--- config.mk ---
export PLATFORM = sky130hd
export DESIGN_NAME = cpm_regfile
export DESIGN_NICKNAME = d
export VERILOG_FILES = /design/src/pkg/cpm_pkg.sv /design/src/hw/cpm_flag_gen.sv /design/src/hw/cpm_regfile.sv
export SDC_FILE = /design/constraint.sdc
export NUM_CORES = 2
export LEC_CHECK = 0
export BUFFER_PORTS_ARGS = -buffer_cell sky130_fd_sc_hd__buf_2
export CORE_AREA = 2 2 369 371
export CTS_CLUSTER_SIZE = 8
export DETAILED_ROUTE_END_ITERATION = 12
export DIE_AREA = 0 0 371 373
export PLACE_DENSITY = 0.6
export SKIP_CTS_REPAIR_TIMING = 1
export SYNTH_ARGS = -nofsm -noshare
export SYNTH_HDL_FRONTEND = slang
export SYNTH_SLANG_ARGS = --single-unit
export TNS_END_PERCENT = 50
--- constraint.sdc ---
create_clock -name core_clk -period 3.3 [get_ports core_clk]
set_input_delay 0.165 -clock core_clk [delete_from_list [all_inputs] [get_ports core_clk]]
set_output_delay 0.165 -clock core_clk [all_outputs]
set_load 0.05 [all_outputs]
--- src/pkg/cpm_pkg.sv ---
// Package for the core programming model register file.
// Assumes one 100 MHz core clock and a synchronous active-high reset.
package cpm_pkg;
  // Condition flag bit positions.
  localparam int FLAG_CARRY = 0;
  localparam int FLAG_OVERFLOW = 1;
  localparam int FLAG_ZERO = 2;
  localparam int FLAG_NEGATIVE = 3;
  localparam int FLAG_EXTEND = 4;
  localparam int FLAG_PREDICT = 7;
  // Writable condition flag bits; bits 6 and 5 are held at zero.
  localparam logic [7:0] FLAG_WRITE_MASK = 8'h9F;
  // Status word fields and reset value of the system byte.
  localparam int STAT_PRIV_BIT = 13;
  localparam logic [7:0] STAT_SYS_MASK = 8'hB7;
  localparam logic [7:0] STAT_SYS_RESET = 8'h27;
  // Control register select codes for the move control instruction.
  localparam logic [11:0] SEL_CACHE_CONTROL = 12'h002;
  localparam logic [11:0] SEL_ACCESS_CONTROL_0 = 12'h004;
  localparam logic [11:0] SEL_ACCESS_CONTROL_1 = 12'h005;
  localparam logic [11:0] SEL_VECTOR_TABLE_BASE = 12'h801;
  localparam logic [11:0] SEL_SRAM_BASE_ADDRESS = 12'hC04;
  localparam logic [11:0] SEL_PERIPH_BASE_ADDRESS = 12'hC0F;
  // Vector table base: low 20 bits are not implemented.
  localparam logic [31:0] VBR_MASK = 32'hFFF0_0000;
  // Address of the reset vector holding the initial stack pointer.
  localparam logic [31:0] RESET_SP_VECTOR = 32'h0000_0000;
  // Operand sizes.
  typedef enum logic [1:0] {CPM_SZ_BYTE, CPM_SZ_WORD, CPM_SZ_LONG} cpm_size_e;
  // Stack pointer actions.
  typedef enum logic [2:0] {
    CPM_STK_NONE, CPM_STK_CALL, CPM_STK_RET, CPM_STK_EXC, CPM_STK_RTE
  } cpm_stack_e;
  // Program counter step per sequential instruction word.
  localparam logic [31:0] PC_WORD_STEP = 32'h0000_0002;
  localparam logic [31:0] LONG_STEP = 32'h0000_0004;
endpackage

--- src/hw/cpm_flag_gen.sv ---
// Condition flag generator: negative, zero, overflow, carry and extend.
// Assumes combinational use by the register file on the same clock.
`timescale 1ns/1ps
`default_nettype none
module cpm_flag_gen
  import cpm_pkg::*;
(
  input wire logic [31:0] src_a, // First operand.
  input wire logic [31:0] src_b, // Second operand.
  input wire logic [31:0] result, // Operation result.
  input wire cpm_size_e size, // Operand size.
  input wire logic is_sub, // High for subtraction.
  input wire logic [4:0] old_flags, // Present X N Z V C.
  input wire logic arith, // High when flags come from arithmetic.
  output logic [4:0] new_flags // New X N Z V C.
);
  logic msb_a, msb_b, msb_r, carry, ovf, zero;
  // Pick the most significant bits and the zero test for the size.
  always_comb begin
    unique case (size)
      CPM_SZ_BYTE: begin
        msb_a = src_a[7];
        msb_b = src_b[7];
        msb_r = result[7];
        zero = (result[7:0] == 8'h00);
      end
      CPM_SZ_WORD: begin
        msb_a = src_a[15];
        msb_b = src_b[15];
        msb_r = result[15];
        zero = (result[15:0] == 16'h0000);
      end
      default: begin
        msb_a = src_a[31];
        msb_b = src_b[31];
        msb_r = result[31];
        zero = (result == 32'h0000_0000);
      end
    endcase
    // Carry out of the msb on addition, borrow on subtraction.
    carry = is_sub ? ((msb_b & ~msb_a) | (msb_r & ~msb_a) | (msb_b & msb_r))
                   : ((msb_a & msb_b) | (msb_a & ~msb_r) | (msb_b & ~msb_r));
    // Overflow when the signed result cannot be represented.
    ovf = is_sub ? ((msb_a ^ msb_b) & (msb_r ^ msb_a))
                 : (~(msb_a ^ msb_b) & (msb_r ^ msb_a));
    new_flags[3] = msb_r;
    new_flags[2] = zero;
    new_flags[1] = arith ? ovf : 1'b0;
    new_flags[0] = arith ? carry : 1'b0;
    // Extend follows carry for arithmetic, otherwise is left alone.
    new_flags[4] = arith ? carry : old_flags[4];
  end
endmodule
`default_nettype wire

--- src/hw/cpm_regfile.sv ---
// Programming model register file of the processor core.
// Assumes the execute pipeline drives one request of each kind per cycle.
// Summary of operation
// - Flag bit 7 selects forward branch prediction.
// - Extend flag takes carry after arithmetic.
// - Negative flag copies result msb.
// - Zero flag set on zero result.
// - Overflow flag set on signed overflow.
// - Carry flag set on carry or borrow.
// - Privilege bit gates supervisor register access.
// - Stack pointer loads from reset vector.
// - One stack pointer shared, word and longword.
// - Call pushes, return pops program counter.
// - Exceptions push status and counter; return restores.
// - Counter steps sequentially, loads on flow change.
// - Move control decodes six select codes.
// - Eight data registers, bit to longword access.
// - Seven address registers, word or longword only.
// - Sixteen bit mask for multiply operand addresses.
// - Eight bit multiply status register held.
// - Debug writes via serial channel or supervisor.
// - Status bit 13 is the privilege state.
// - Flag word access: upper byte zero, ignored.
`timescale 1ns/1ps
`default_nettype none
module cpm_regfile
  import cpm_pkg::*;
#(
  parameter int NUM_DATA = 8, // Number of data registers.
  parameter int NUM_ADDR = 7 // Number of general address registers.
) (
  input wire logic core_clk, // Core clock.
  input wire logic reset, // Synchronous reset, active high.
  input wire logic reset_vec_valid, // Reset vector word fetched from 0x0.
  input wire logic [31:0] reset_vec_data, // Initial stack pointer value.
  input wire logic [2:0] data_rd_sel, // Data register read select.
  output logic [31:0] data_rd_val, // Data register read value.
  input wire logic data_wr_en, // Data register write strobe.
  input wire logic [2:0] data_wr_sel, // Data register write select.
  input wire cpm_size_e data_wr_size, // Data write size.
  input wire logic data_bit_en, // Single bit write.
  input wire logic [4:0] data_bit_pos, // Bit position for bit writes.
  input wire logic [31:0] data_wr_val, // Data write value.
  input wire logic [2:0] addr_rd_sel, // Address register read select, 7 is stack.
  output logic [31:0] addr_rd_val, // Address register read value.
  input wire logic addr_wr_en, // Address register write strobe.
  input wire logic [2:0] addr_wr_sel, // Address register write select, 7 is stack.
  input wire cpm_size_e addr_wr_size, // Address write size, byte treated as word.
  input wire logic [31:0] addr_wr_val, // Address write value.
  input wire cpm_stack_e stack_op, // Implicit stack action.
  input wire logic [31:0] stack_pop_pc, // Counter popped from stack.
  input wire logic [15:0] stack_pop_status, // Status popped from stack.
  output logic [31:0] stack_push_addr, // Address of the next push.
  output logic [31:0] stack_pointer_register, // Shared stack pointer.
  output logic [31:0] instruction_pointer, // Program counter.
  input wire logic pc_advance, // Sequential step strobe.
  input wire logic [31:0] pc_step, // Bytes to step.
  input wire logic pc_load, // Change of flow strobe.
  input wire logic [31:0] pc_target, // Change of flow target.
  output logic [31:0] pc_rel_base, // Base for counter-relative operands.
  input wire logic flag_upd, // Update flags from a result.
  input wire logic flag_arith, // Result came from arithmetic.
  input wire logic flag_sub, // Result came from subtraction.
  input wire cpm_size_e flag_size, // Operand size of the result.
  input wire logic [31:0] flag_src_a, // First operand.
  input wire logic [31:0] flag_src_b, // Second operand.
  input wire logic [31:0] flag_result, // Result value.
  input wire logic status_wr_en, // Move to status word strobe.
  input wire logic [15:0] status_wr_val, // Status word write value.
  output logic [15:0] status_word, // Status word read value.
  output logic [15:0] condition_flags, // Flag word read value.
  output logic predict_fwd_taken, // Forward branch prediction.
  output logic privilege_select, // High in supervisor mode.
  input wire logic ctl_wr_en, // Move control write strobe.
  input wire logic [11:0] ctl_sel, // Control register select code.
  input wire logic [31:0] ctl_wr_val, // Control register write value.
  output logic [31:0] ctl_rd_val, // Control register read value.
  output logic ctl_fault, // Privilege or unknown select fault.
  output logic [31:0] cache_control, // Cache control register.
  output logic [31:0] access_control_0, // Access control register 0.
  output logic [31:0] access_control_1, // Access control register 1.
  output logic [31:0] vector_table_base, // Vector table base.
  output logic [31:0] sram_base_address, // SRAM base address.
  output logic [31:0] peripheral_base_address, // Peripheral base address.
  input wire logic mask_wr_en, // Multiply mask write strobe.
  input wire logic [15:0] mask_wr_val, // Multiply mask value.
  output logic [15:0] mac_addr_mask, // Multiply operand address mask.
  input wire logic mac_stat_wr_en, // Multiply status write strobe.
  input wire logic [7:0] mac_stat_wr_val, // Multiply status value.
  output logic [7:0] mac_status_flags, // Multiply status register.
  input wire logic dbg_serial_wr, // Debug write from serial channel.
  input wire logic dbg_instr_wr, // Debug write instruction.
  input wire logic [3:0] dbg_sel, // Debug register index.
  input wire logic [31:0] dbg_wr_val, // Debug write value.
  output logic dbg_wr_en, // Accepted debug write strobe.
  output logic dbg_fault // Debug write refused in user mode.
);
  logic [31:0] data_ff [NUM_DATA]; // Data registers.
  logic [31:0] addr_ff [NUM_ADDR]; // General address registers.
  logic [31:0] sp_ff; // Stack pointer.
  logic [31:0] pc_ff; // Program counter.
  logic [7:0] flags_ff; // Condition flag byte.
  logic [7:0] sys_ff; // Status system byte.
  logic [31:0] cache_control_ff, access_control_0_ff, access_control_1_ff, vbr_ff, ramb_ff, peripheral_base_address_ff; // Control registers.
  logic [15:0] mask_ff; // Multiply address mask.
  logic [7:0] mac_status_flags_ff; // Multiply status.
  logic [4:0] nxt_flags; // Generated X N Z V C.
  logic sel_ok; // Select code is known.
  logic [31:0] addr_wr_ext; // Sized address write value.

  // Flag arithmetic in its own module.
  cpm_flag_gen u_flags (
    .src_a(flag_src_a),
    .src_b(flag_src_b),
    .result(flag_result),
    .size(flag_size),
    .is_sub(flag_sub),
    .old_flags(flags_ff[4:0]),
    .arith(flag_arith),
    .new_flags(nxt_flags)
  );

  // Data registers take bit, byte, word or longword writes.
  always_ff @(posedge core_clk) begin
    if (reset) begin
      for (int i = 0; i < NUM_DATA; i++) data_ff[i] <= 32'h0000_0000;
    end else if (data_wr_en) begin
      if (data_bit_en) begin
        data_ff[data_wr_sel][data_bit_pos] <= data_wr_val[0];
      end else begin
        unique case (data_wr_size)
          CPM_SZ_BYTE: data_ff[data_wr_sel][7:0] <= data_wr_val[7:0];
          CPM_SZ_WORD: data_ff[data_wr_sel][15:0] <= data_wr_val[15:0];
          default: data_ff[data_wr_sel] <= data_wr_val;
        endcase
      end
    end
  end
  assign data_rd_val = data_ff[data_rd_sel];

  // Address registers: word writes sign-extend, whole register changes.
  assign addr_wr_ext = (addr_wr_size == CPM_SZ_LONG) ? addr_wr_val :
    {{16{addr_wr_val[15]}}, addr_wr_val[15:0]};
  always_ff @(posedge core_clk) begin
    if (reset) begin
      for (int i = 0; i < NUM_ADDR; i++) addr_ff[i] <= 32'h0000_0000;
    end else if (addr_wr_en && addr_wr_sel != 3'h7) begin
      addr_ff[addr_wr_sel] <= addr_wr_ext;
    end
  end
  assign addr_rd_val = (addr_rd_sel == 3'h7) ? sp_ff : addr_ff[addr_rd_sel];

  // The one stack pointer, shared by both modes.
  always_ff @(posedge core_clk) begin
    if (reset) begin
      sp_ff <= RESET_SP_VECTOR;
    end else if (reset_vec_valid) begin
      sp_ff <= reset_vec_data;
    end else if (stack_op == CPM_STK_CALL) begin
      sp_ff <= sp_ff - LONG_STEP;
    end else if (stack_op == CPM_STK_RET) begin
      sp_ff <= sp_ff + LONG_STEP;
    end else if (stack_op == CPM_STK_EXC) begin
      sp_ff <= sp_ff - (LONG_STEP + LONG_STEP);
    end else if (stack_op == CPM_STK_RTE) begin
      sp_ff <= sp_ff + (LONG_STEP + LONG_STEP);
    end else if (addr_wr_en && addr_wr_sel == 3'h7) begin
      sp_ff <= addr_wr_ext;
    end
  end
  assign stack_pointer_register = sp_ff;
  assign stack_push_addr = sp_ff - LONG_STEP;

  // Program counter: step, load, or restore from the stack.
  always_ff @(posedge core_clk) begin
    if (reset) begin
      pc_ff <= 32'h0000_0000;
    end else if (stack_op == CPM_STK_RET || stack_op == CPM_STK_RTE) begin
      pc_ff <= stack_pop_pc;
    end else if (pc_load) begin
      pc_ff <= pc_target;
    end else if (pc_advance) begin
      pc_ff <= pc_ff + pc_step;
    end
  end
  assign instruction_pointer = pc_ff;
  assign pc_rel_base = pc_ff + PC_WORD_STEP;

  // Condition flags; user writes reach only the low byte.
  always_ff @(posedge core_clk) begin
    if (reset) begin
      flags_ff <= 8'h00;
    end else if (stack_op == CPM_STK_RTE) begin
      flags_ff <= stack_pop_status[7:0] & FLAG_WRITE_MASK;
    end else if (status_wr_en) begin
      flags_ff <= status_wr_val[7:0] & FLAG_WRITE_MASK;
    end else if (flag_upd) begin
      flags_ff[4:0] <= nxt_flags;
    end
  end

  // System byte: only supervisor writes, a return from exception in supervisor, or exception entry change it; reset enters supervisor.
  always_ff @(posedge core_clk) begin
    if (reset) begin
      sys_ff <= STAT_SYS_RESET;
    end else if (stack_op == CPM_STK_RTE && privilege_select) begin
      sys_ff <= stack_pop_status[15:8] & STAT_SYS_MASK;
    end else if (status_wr_en && privilege_select) begin
      sys_ff <= status_wr_val[15:8] & STAT_SYS_MASK;
    end else if (stack_op == CPM_STK_EXC) begin
      sys_ff[STAT_PRIV_BIT-8] <= 1'b1;
    end
  end
  assign status_word = {sys_ff, flags_ff};
  assign condition_flags = {8'h00, flags_ff};
  assign predict_fwd_taken = flags_ff[FLAG_PREDICT];
  assign privilege_select = sys_ff[STAT_PRIV_BIT-8];

  // Control registers written by the move control instruction in supervisor.
  always_ff @(posedge core_clk) begin
    if (reset) begin
      {cache_control_ff, access_control_0_ff, access_control_1_ff, vbr_ff, ramb_ff, peripheral_base_address_ff} <= {6{32'h0000_0000}};
    end else if (ctl_wr_en && privilege_select) begin
      unique case (ctl_sel)
        SEL_CACHE_CONTROL: cache_control_ff <= ctl_wr_val;
        SEL_ACCESS_CONTROL_0: access_control_0_ff <= ctl_wr_val;
        SEL_ACCESS_CONTROL_1: access_control_1_ff <= ctl_wr_val;
        SEL_VECTOR_TABLE_BASE: vbr_ff <= ctl_wr_val & VBR_MASK;
        SEL_SRAM_BASE_ADDRESS: ramb_ff <= ctl_wr_val;
        SEL_PERIPH_BASE_ADDRESS: peripheral_base_address_ff <= ctl_wr_val;
        default: cache_control_ff <= cache_control_ff;
      endcase
    end
  end

  // Read mux and select-code check.
  always_comb begin
    sel_ok = 1'b1;
    unique case (ctl_sel)
      SEL_CACHE_CONTROL: ctl_rd_val = cache_control_ff;
      SEL_ACCESS_CONTROL_0: ctl_rd_val = access_control_0_ff;
      SEL_ACCESS_CONTROL_1: ctl_rd_val = access_control_1_ff;
      SEL_VECTOR_TABLE_BASE: ctl_rd_val = vbr_ff;
      SEL_SRAM_BASE_ADDRESS: ctl_rd_val = ramb_ff;
      SEL_PERIPH_BASE_ADDRESS: ctl_rd_val = peripheral_base_address_ff;
      default: begin
        ctl_rd_val = 32'h0000_0000;
        sel_ok = 1'b0;
      end
    endcase
  end
  assign ctl_fault = ctl_wr_en & (~privilege_select | ~sel_ok);
  assign cache_control = cache_control_ff;
  assign access_control_0 = access_control_0_ff;
  assign access_control_1 = access_control_1_ff;
  assign vector_table_base = vbr_ff;
  assign sram_base_address = ramb_ff;
  assign peripheral_base_address = peripheral_base_address_ff;

  // Multiply unit mask and status, open to user mode.
  always_ff @(posedge core_clk) begin
    if (reset) begin
      mask_ff <= 16'hFFFF;
      mac_status_flags_ff <= 8'h00;
    end else begin
      if (mask_wr_en) mask_ff <= mask_wr_val;
      if (mac_stat_wr_en) mac_status_flags_ff <= mac_stat_wr_val;
    end
  end
  assign mac_addr_mask = mask_ff;
  assign mac_status_flags = mac_status_flags_ff;

  // Debug writes: serial always, instruction only in supervisor.
  assign dbg_wr_en = dbg_serial_wr | (dbg_instr_wr & privilege_select);
  assign dbg_fault = dbg_instr_wr & ~dbg_serial_wr & ~privilege_select;
endmodule
`default_nettype wire

Yosys cells after proc, flatten, opt, wreduce, memory -nomap -nowiden
Memory sizes are Yosys's and may differ from the RTL's.
Index checks and enable logic that the tools add are counted.
- bits in registers: 272
- latch bits: 0
- memory bits (writable): 480
- bits in read-only memories: 0
- logic and storage cells: 272
- memories: 2
- add/sub/neg operators: 6
- $mul: 0
- divide/modulo/power cells: 0
- order comparisons: 2
- equality and inequality tests: 16
- shift operators: 0
- mux-type cells: 119
- bitwise logic cells: 82
- reductions and logical operators: 30
- memories (name ; words ; width ; read ports ; clocked after Yosys merged registers in ; wr ports ; RTL line ; text):
    data_ff ; 8 ; 32 ; 1 ; 0 ; 8 ; cpm_regfile.sv:98 ; logic [31:0] data_ff [NUM_DATA];
    addr_ff ; 7 ; 32 ; 1 ; 0 ; 7 ; cpm_regfile.sv:99 ; logic [31:0] addr_ff [NUM_ADDR];
- operators with widths (kind ; count):
    two-way mux 32 bit ; 15
    one-hot mux 32 bit (6 select lines) ; 1
    two-way mux 1 bit ; 89
    OR reduction 32 bit ; 2
    OR 1 bit ; 62
    == test 12 bit, second input constant ; 3
    adder 32 x 2 -> 32 bit, second input constant ; 1
    adder 32 x 3 -> 32 bit, second input constant ; 1
    adder 32 bit ; 1
    adder 32 x 4 -> 32 bit, second input constant ; 1
    logical NOT 32 bit ; 1
    subtractor 32 x 3 -> 32 bit, second input constant ; 1
    subtractor 32 x 4 -> 32 bit, second input constant ; 1
    == test 12 x 3 -> 1 bit, second input constant ; 2
    logical NOT 16 bit ; 1
    two-way mux 8 bit ; 2
    two-way mux 5 bit ; 3
    AND reduction 2 bit ; 7
    AND 1 bit ; 12
    == test 12 x 2 -> 1 bit, second input constant ; 1
    nonzero test 3 bit ; 4
    == test 3 bit, second input constant ; 3
    two-way mux 3 bit ; 3
    logical NOT 8 bit ; 1
    other kinds (19) ; 37

Depth between registers and ports, before layout
- depth in word-level cells: 11
- mapped depth: 12

Modules after synthesis
From an unflattened synthesis, not the netlist that was laid out.
- cell total of the unflattened synthesis: 4339
- area, all modules: 40607.7 µm²
- modules (own cells, without submodules) (module ; instances ; cells each ; area each (µm²) ; seq. area each (µm²)):
    cpm_regfile ; 1 ; 4299 ; 40333.7 ; 19538.7
    cpm_flag_gen ; 1 ; 40 ; 274.0 ; 0.0

Least setup slack after synthesis
No wires, ideal clock.
- path type: register to register
- start point: register sp_ff[2], in the netlist stack_pointer_register[2]
- end point: register sp_ff[22], in the netlist stack_pointer_register[22]
- arrival time: 3.498 ns
- required time: 3.214 ns
- setup slack: -0.284 ns
- cell stages (with the launch flop): 10
- path buffers: 1
- period minus slack after synthesis: 3.584 ns
- cell sequence: dfxtp_1 > inv_1 > clkbuf_1 > ha_1 > nand3_1 > nor2_2 > nand2_1 > xnor2_1 > o211ai_1 > a221oi_2
- elaborated cells on any way between the ends: 9
- RTL lines (item ; RTL line ; text):
    start, declared ; cpm_regfile.sv:100 ; logic [31:0] sp_ff;
    start signal, assigned ; cpm_regfile.sv:158 ; sp_ff <= reset_vec_data;
    start signal, assigned ; cpm_regfile.sv:160 ; sp_ff <= sp_ff - LONG_STEP;
    start signal, assigned ; cpm_regfile.sv:162 ; sp_ff <= sp_ff + LONG_STEP;
    subtractor 32 x 3 -> 32 bit ; - ;
    net stack_push_addr[22] ; cpm_regfile.sv:53 ; output logic [31:0] stack_push_addr,
    two-way mux 32 bit ; cpm_regfile.sv:159 ; end else if (stack_op == CPM_STK_CALL) begin
    two-way mux 32 bit ; cpm_regfile.sv:157 ; end else if (reset_vec_valid) begin
The timed path passes the listed nets, and every way through them passes these cells.
A chain may end at the register's enable or synchronous reset.

Worst setup path in the final report
- start point: register sp_ff[3], in the netlist stack_pointer_register[3]
- end point: output stack_push_addr[27]
- word-level cells in the longest chain between the ends: 1
- RTL lines (item ; RTL line ; text):
    subtractor 32 x 3 -> 32 bit ; cpm_regfile.sv:172 ; assign stack_push_addr = sp_ff - LONG_STEP;
    end, declared ; cpm_regfile.sv:53 ;
No other way between the ends.

==> out/metrics.cfg <==
[status]
status = complete, but fails checks
violations = negative hold slack

[worst_hold_path]
min_path_type = in -> reg

[timing]
tightest_slew_ns = 1.18
whs_ns = -0.0456
timing.fmax_mhz = 307
report.final.setup_viol = 0
slew_headroom_pct = 21.5
fin_ws_ns = 0.0414
maxSlewViolCount = 0
period_minus_slack_ns = 3.26
tns_ns = 0
rsz0062_at_grt = true
hold_viol = 7
finalCritPeriodShare_pct = 98.7
fin_worst_skew_ns = 0.0616

[setup_path]
r2r-start = instruction_pointer[0]
cp-startpoint = stack_pointer_register[3]
path_class = reg -> out
required_ns = 3.13
r2r_cells = 11
r2r_slack_ns = 0.16
worstSetupStartpointType = flop
r2r-end = instruction_pointer[30]
crit_fanout = 6
endpoint = stack_push_addr[27]
end_kind = output port
arrival_ns = 3.09

[logic_synthesis]
ys.flop_type = edfxtp_1
ys_seq_area_share_pct = 48.1
syn_area_um2 = 40600
synth_top_area_cell = edfxtp_1
yosys_register_bits = 752
synth_edf_count = 448
ys_types = 89
async_flop_share_pct = 0
yosys.area.top_type_share_pct = 33.1
yosysWarnings = 0
synthTopCellsByArea = edfxtp_1, dfxtp_1, nand2_1, mux4_2, nor2_1
avgSynthCellArea_um2 = 9.27
synth_cells = 4380

[floorplanning]
core_um2 = 135000
start_util_pct = 30.2
ios = 944
die_h_um = 373
design.die.area_um2 = 138000
die_w_um = 371
num_rows = 135

[cells_and_area]
drive_gt1_share_pct = 26.3
regMostFlops = data_ff
num-nets-final = 5806
largest_reg_flops = 256
area_growth_syn_to_layout_pct = 28.9
top_regs = data_ff x256, addr_ff x224

[placed_design]
globalplace.congestion = 0.946
port_buffers = 807
dp_hpwl_um = 133000
pre_cts_slack_ns = 0.222

[power]
power_mw = 26.5
p_leak_nw = 20.4
power.density_nw_per_um2 = 506
peakVddDrop_mv = 0.422

[detailed_routing]
viasPerCell = 5.42
wl_per_cell_um = 25.5
antenna_left = 0
drtIter0Drc = 4607
route.vias.total = 38800
drc = 0
routed_wl_um = 183000
firstDrtPassIters = 8

[clock_tree]
cts.sinks = 752
clk_pin_slew_ns = 0.05
h-tree-depth = 3
cts_buffers = 105
root_buffer = clkbuf_16
clk_latency_ns = 0.74
cts_tree = yes
ctsLongestPathBuffers = 3

[grt]
grt_max_degree = 158
globalRouteOverflowTotal = 0
grt_first_pass_wirelength_um = 254000
antenna_found_initial = 23
grtUsageTotal_pct = 25.1
grt_pass1_vias = 35400

[run]
maxCapViolCount = 0

[report_power, final]
part / internal (mW) / switching, mW
clock: 5.94 / 4.38
sequential: 10.4 / 0.261
combinational: 1.78 / 3.73
[routing by layer]
layer	track usage, %	part of all wire [%]	vias to the layer above
met5	0	0.0049	-
met4	10.3	3.8	2
met3	8.15	11	331
met2	39.1	46	2217
met1	32.0	39	19000
li1	-	-	17300
[cells by family (layout without fill, tap and decap cells)]
kind of cell / count (synthesis) / after routing / synth area share [%]
AOI/OAI and AO/OA: 922 / 922 / 13.9
xor gates and xnor gates: 125 / 125 / 2.73
adders and majority gates: 44 / 44 / 1.36
buffers and inverters: 485 / 1443 / 5.05
DFF: 752 / 752 / 48.1
muxes: 227 / 227 / 9.74
other: 1 / 53 / 0.00924
and+or+nand+nor: 1824 / 1824 / 19.1
[critical path, cell delays in order (launching register included)]
cell and delay, ns:
dfxtp_2 0.34, inv_2 0.09, ha_4 0.17, or4b_4 0.51
nor3_4 0.18, buf_6 0.16, nand2_2 0.08, or3_4 0.37
nor2_4 0.11, xor2_2 0.19, buf_6 0.20
[final cells by class]
| cell class | count | area (µm²) |
|---|---|---|
| fill | 13400 | 82300 |
| sequential | 752 | 19600 |
| multi-input combinational | 3176 | 19400 |
| timing repair buffer | 1193 | 7730 |
| clock buffer | 170 | 2880 |
| tap | 1781 | 2230 |
| inverter | 70 | 270 |
| clock inverter | 10 | 199 |
| antenna | 19 | 47.5 |
[worst min path at each step]
stage	cells after the start	slack, ns	start	to
2_1_floorplan	2	0.27	reset_vec_data[13]	stack_pointer_register[13]
3_3_place_gp	3	0.38	mask_wr_val[14]	mac_addr_mask[14]
3_5_place_dp	3	0.39	mask_wr_val[5]	mac_addr_mask[5]
4_1_cts	3	-0.43	mask_wr_val[14]	mac_addr_mask[14]
5_1_grt	3	-0.007	addr_wr_val[5]	addr_ff[5][5]
6_report	3	-0.05	addr_wr_val[5]	addr_ff[5][5]
[cells in the mapped netlist (all sizes together) (63+ instances only)]
cell type	number
nand3	81
nor2	619
a22oi	63
clkbuf	300
inv	67
xnor2	85
mux2	65
buf	115
a21oi	359
o21ai	220
nand2	871
edfxtp	448
dfxtp	304
mux4	128
[cells in the final DEF (no fill, tap or decap), types with 20 or more instances in the layout]
| master | n |
|---|---|
| nand2_1 | 864 |
| buf_2 | 788 |
| nor2_1 | 607 |
| edfxtp_1 | 448 |
| a21oi_1 | 358 |
| dfxtp_1 | 298 |
| dlygate4sd3_1 | 193 |
| o21ai_0 | 190 |
| buf_4 | 179 |
| mux4_2 | 128 |
| clkbuf_16 | 105 |
| nand3_1 | 77 |
| xnor2_1 | 75 |
| inv_1 | 66 |
| mux2_2 | 65 |
| clkbuf_1 | 64 |
| a22oi_1 | 63 |
| a21o_1 | 39 |
| a211oi_1 | 39 |
| ha_1 | 39 |
| nor3_1 | 37 |
| xor2_1 | 36 |
| o211ai_1 | 36 |
| mux2i_1 | 34 |
| conb_1 | 34 |
| nand2b_1 | 29 |
| o21ai_1 | 29 |
| o22ai_1 | 25 |
| and3_1 | 24 |
| a221oi_1 | 21 |
| a222oi_1 | 20 |
| a31oi_1 | 20 |
[per-stage QoR]
step / hold WS, ns / util (%) / area, µm² / cells
5_1_grt: -0.00684 / 38.9 / 52300 / 7164
6_report: -0.0456 / 38.9 / 52300 / 7171
3_5_place_dp: 0.386 / 34.9 / 46900 / 6770
4_1_cts: -0.427 / 37.2 / 50000 / 6950
3_3_place_gp: 0.382 / 34.9 / 46900 / 6770
2_1_floorplan: 0.274 / - / 40800 / 4413
Power figures use the tool's default switching activity.
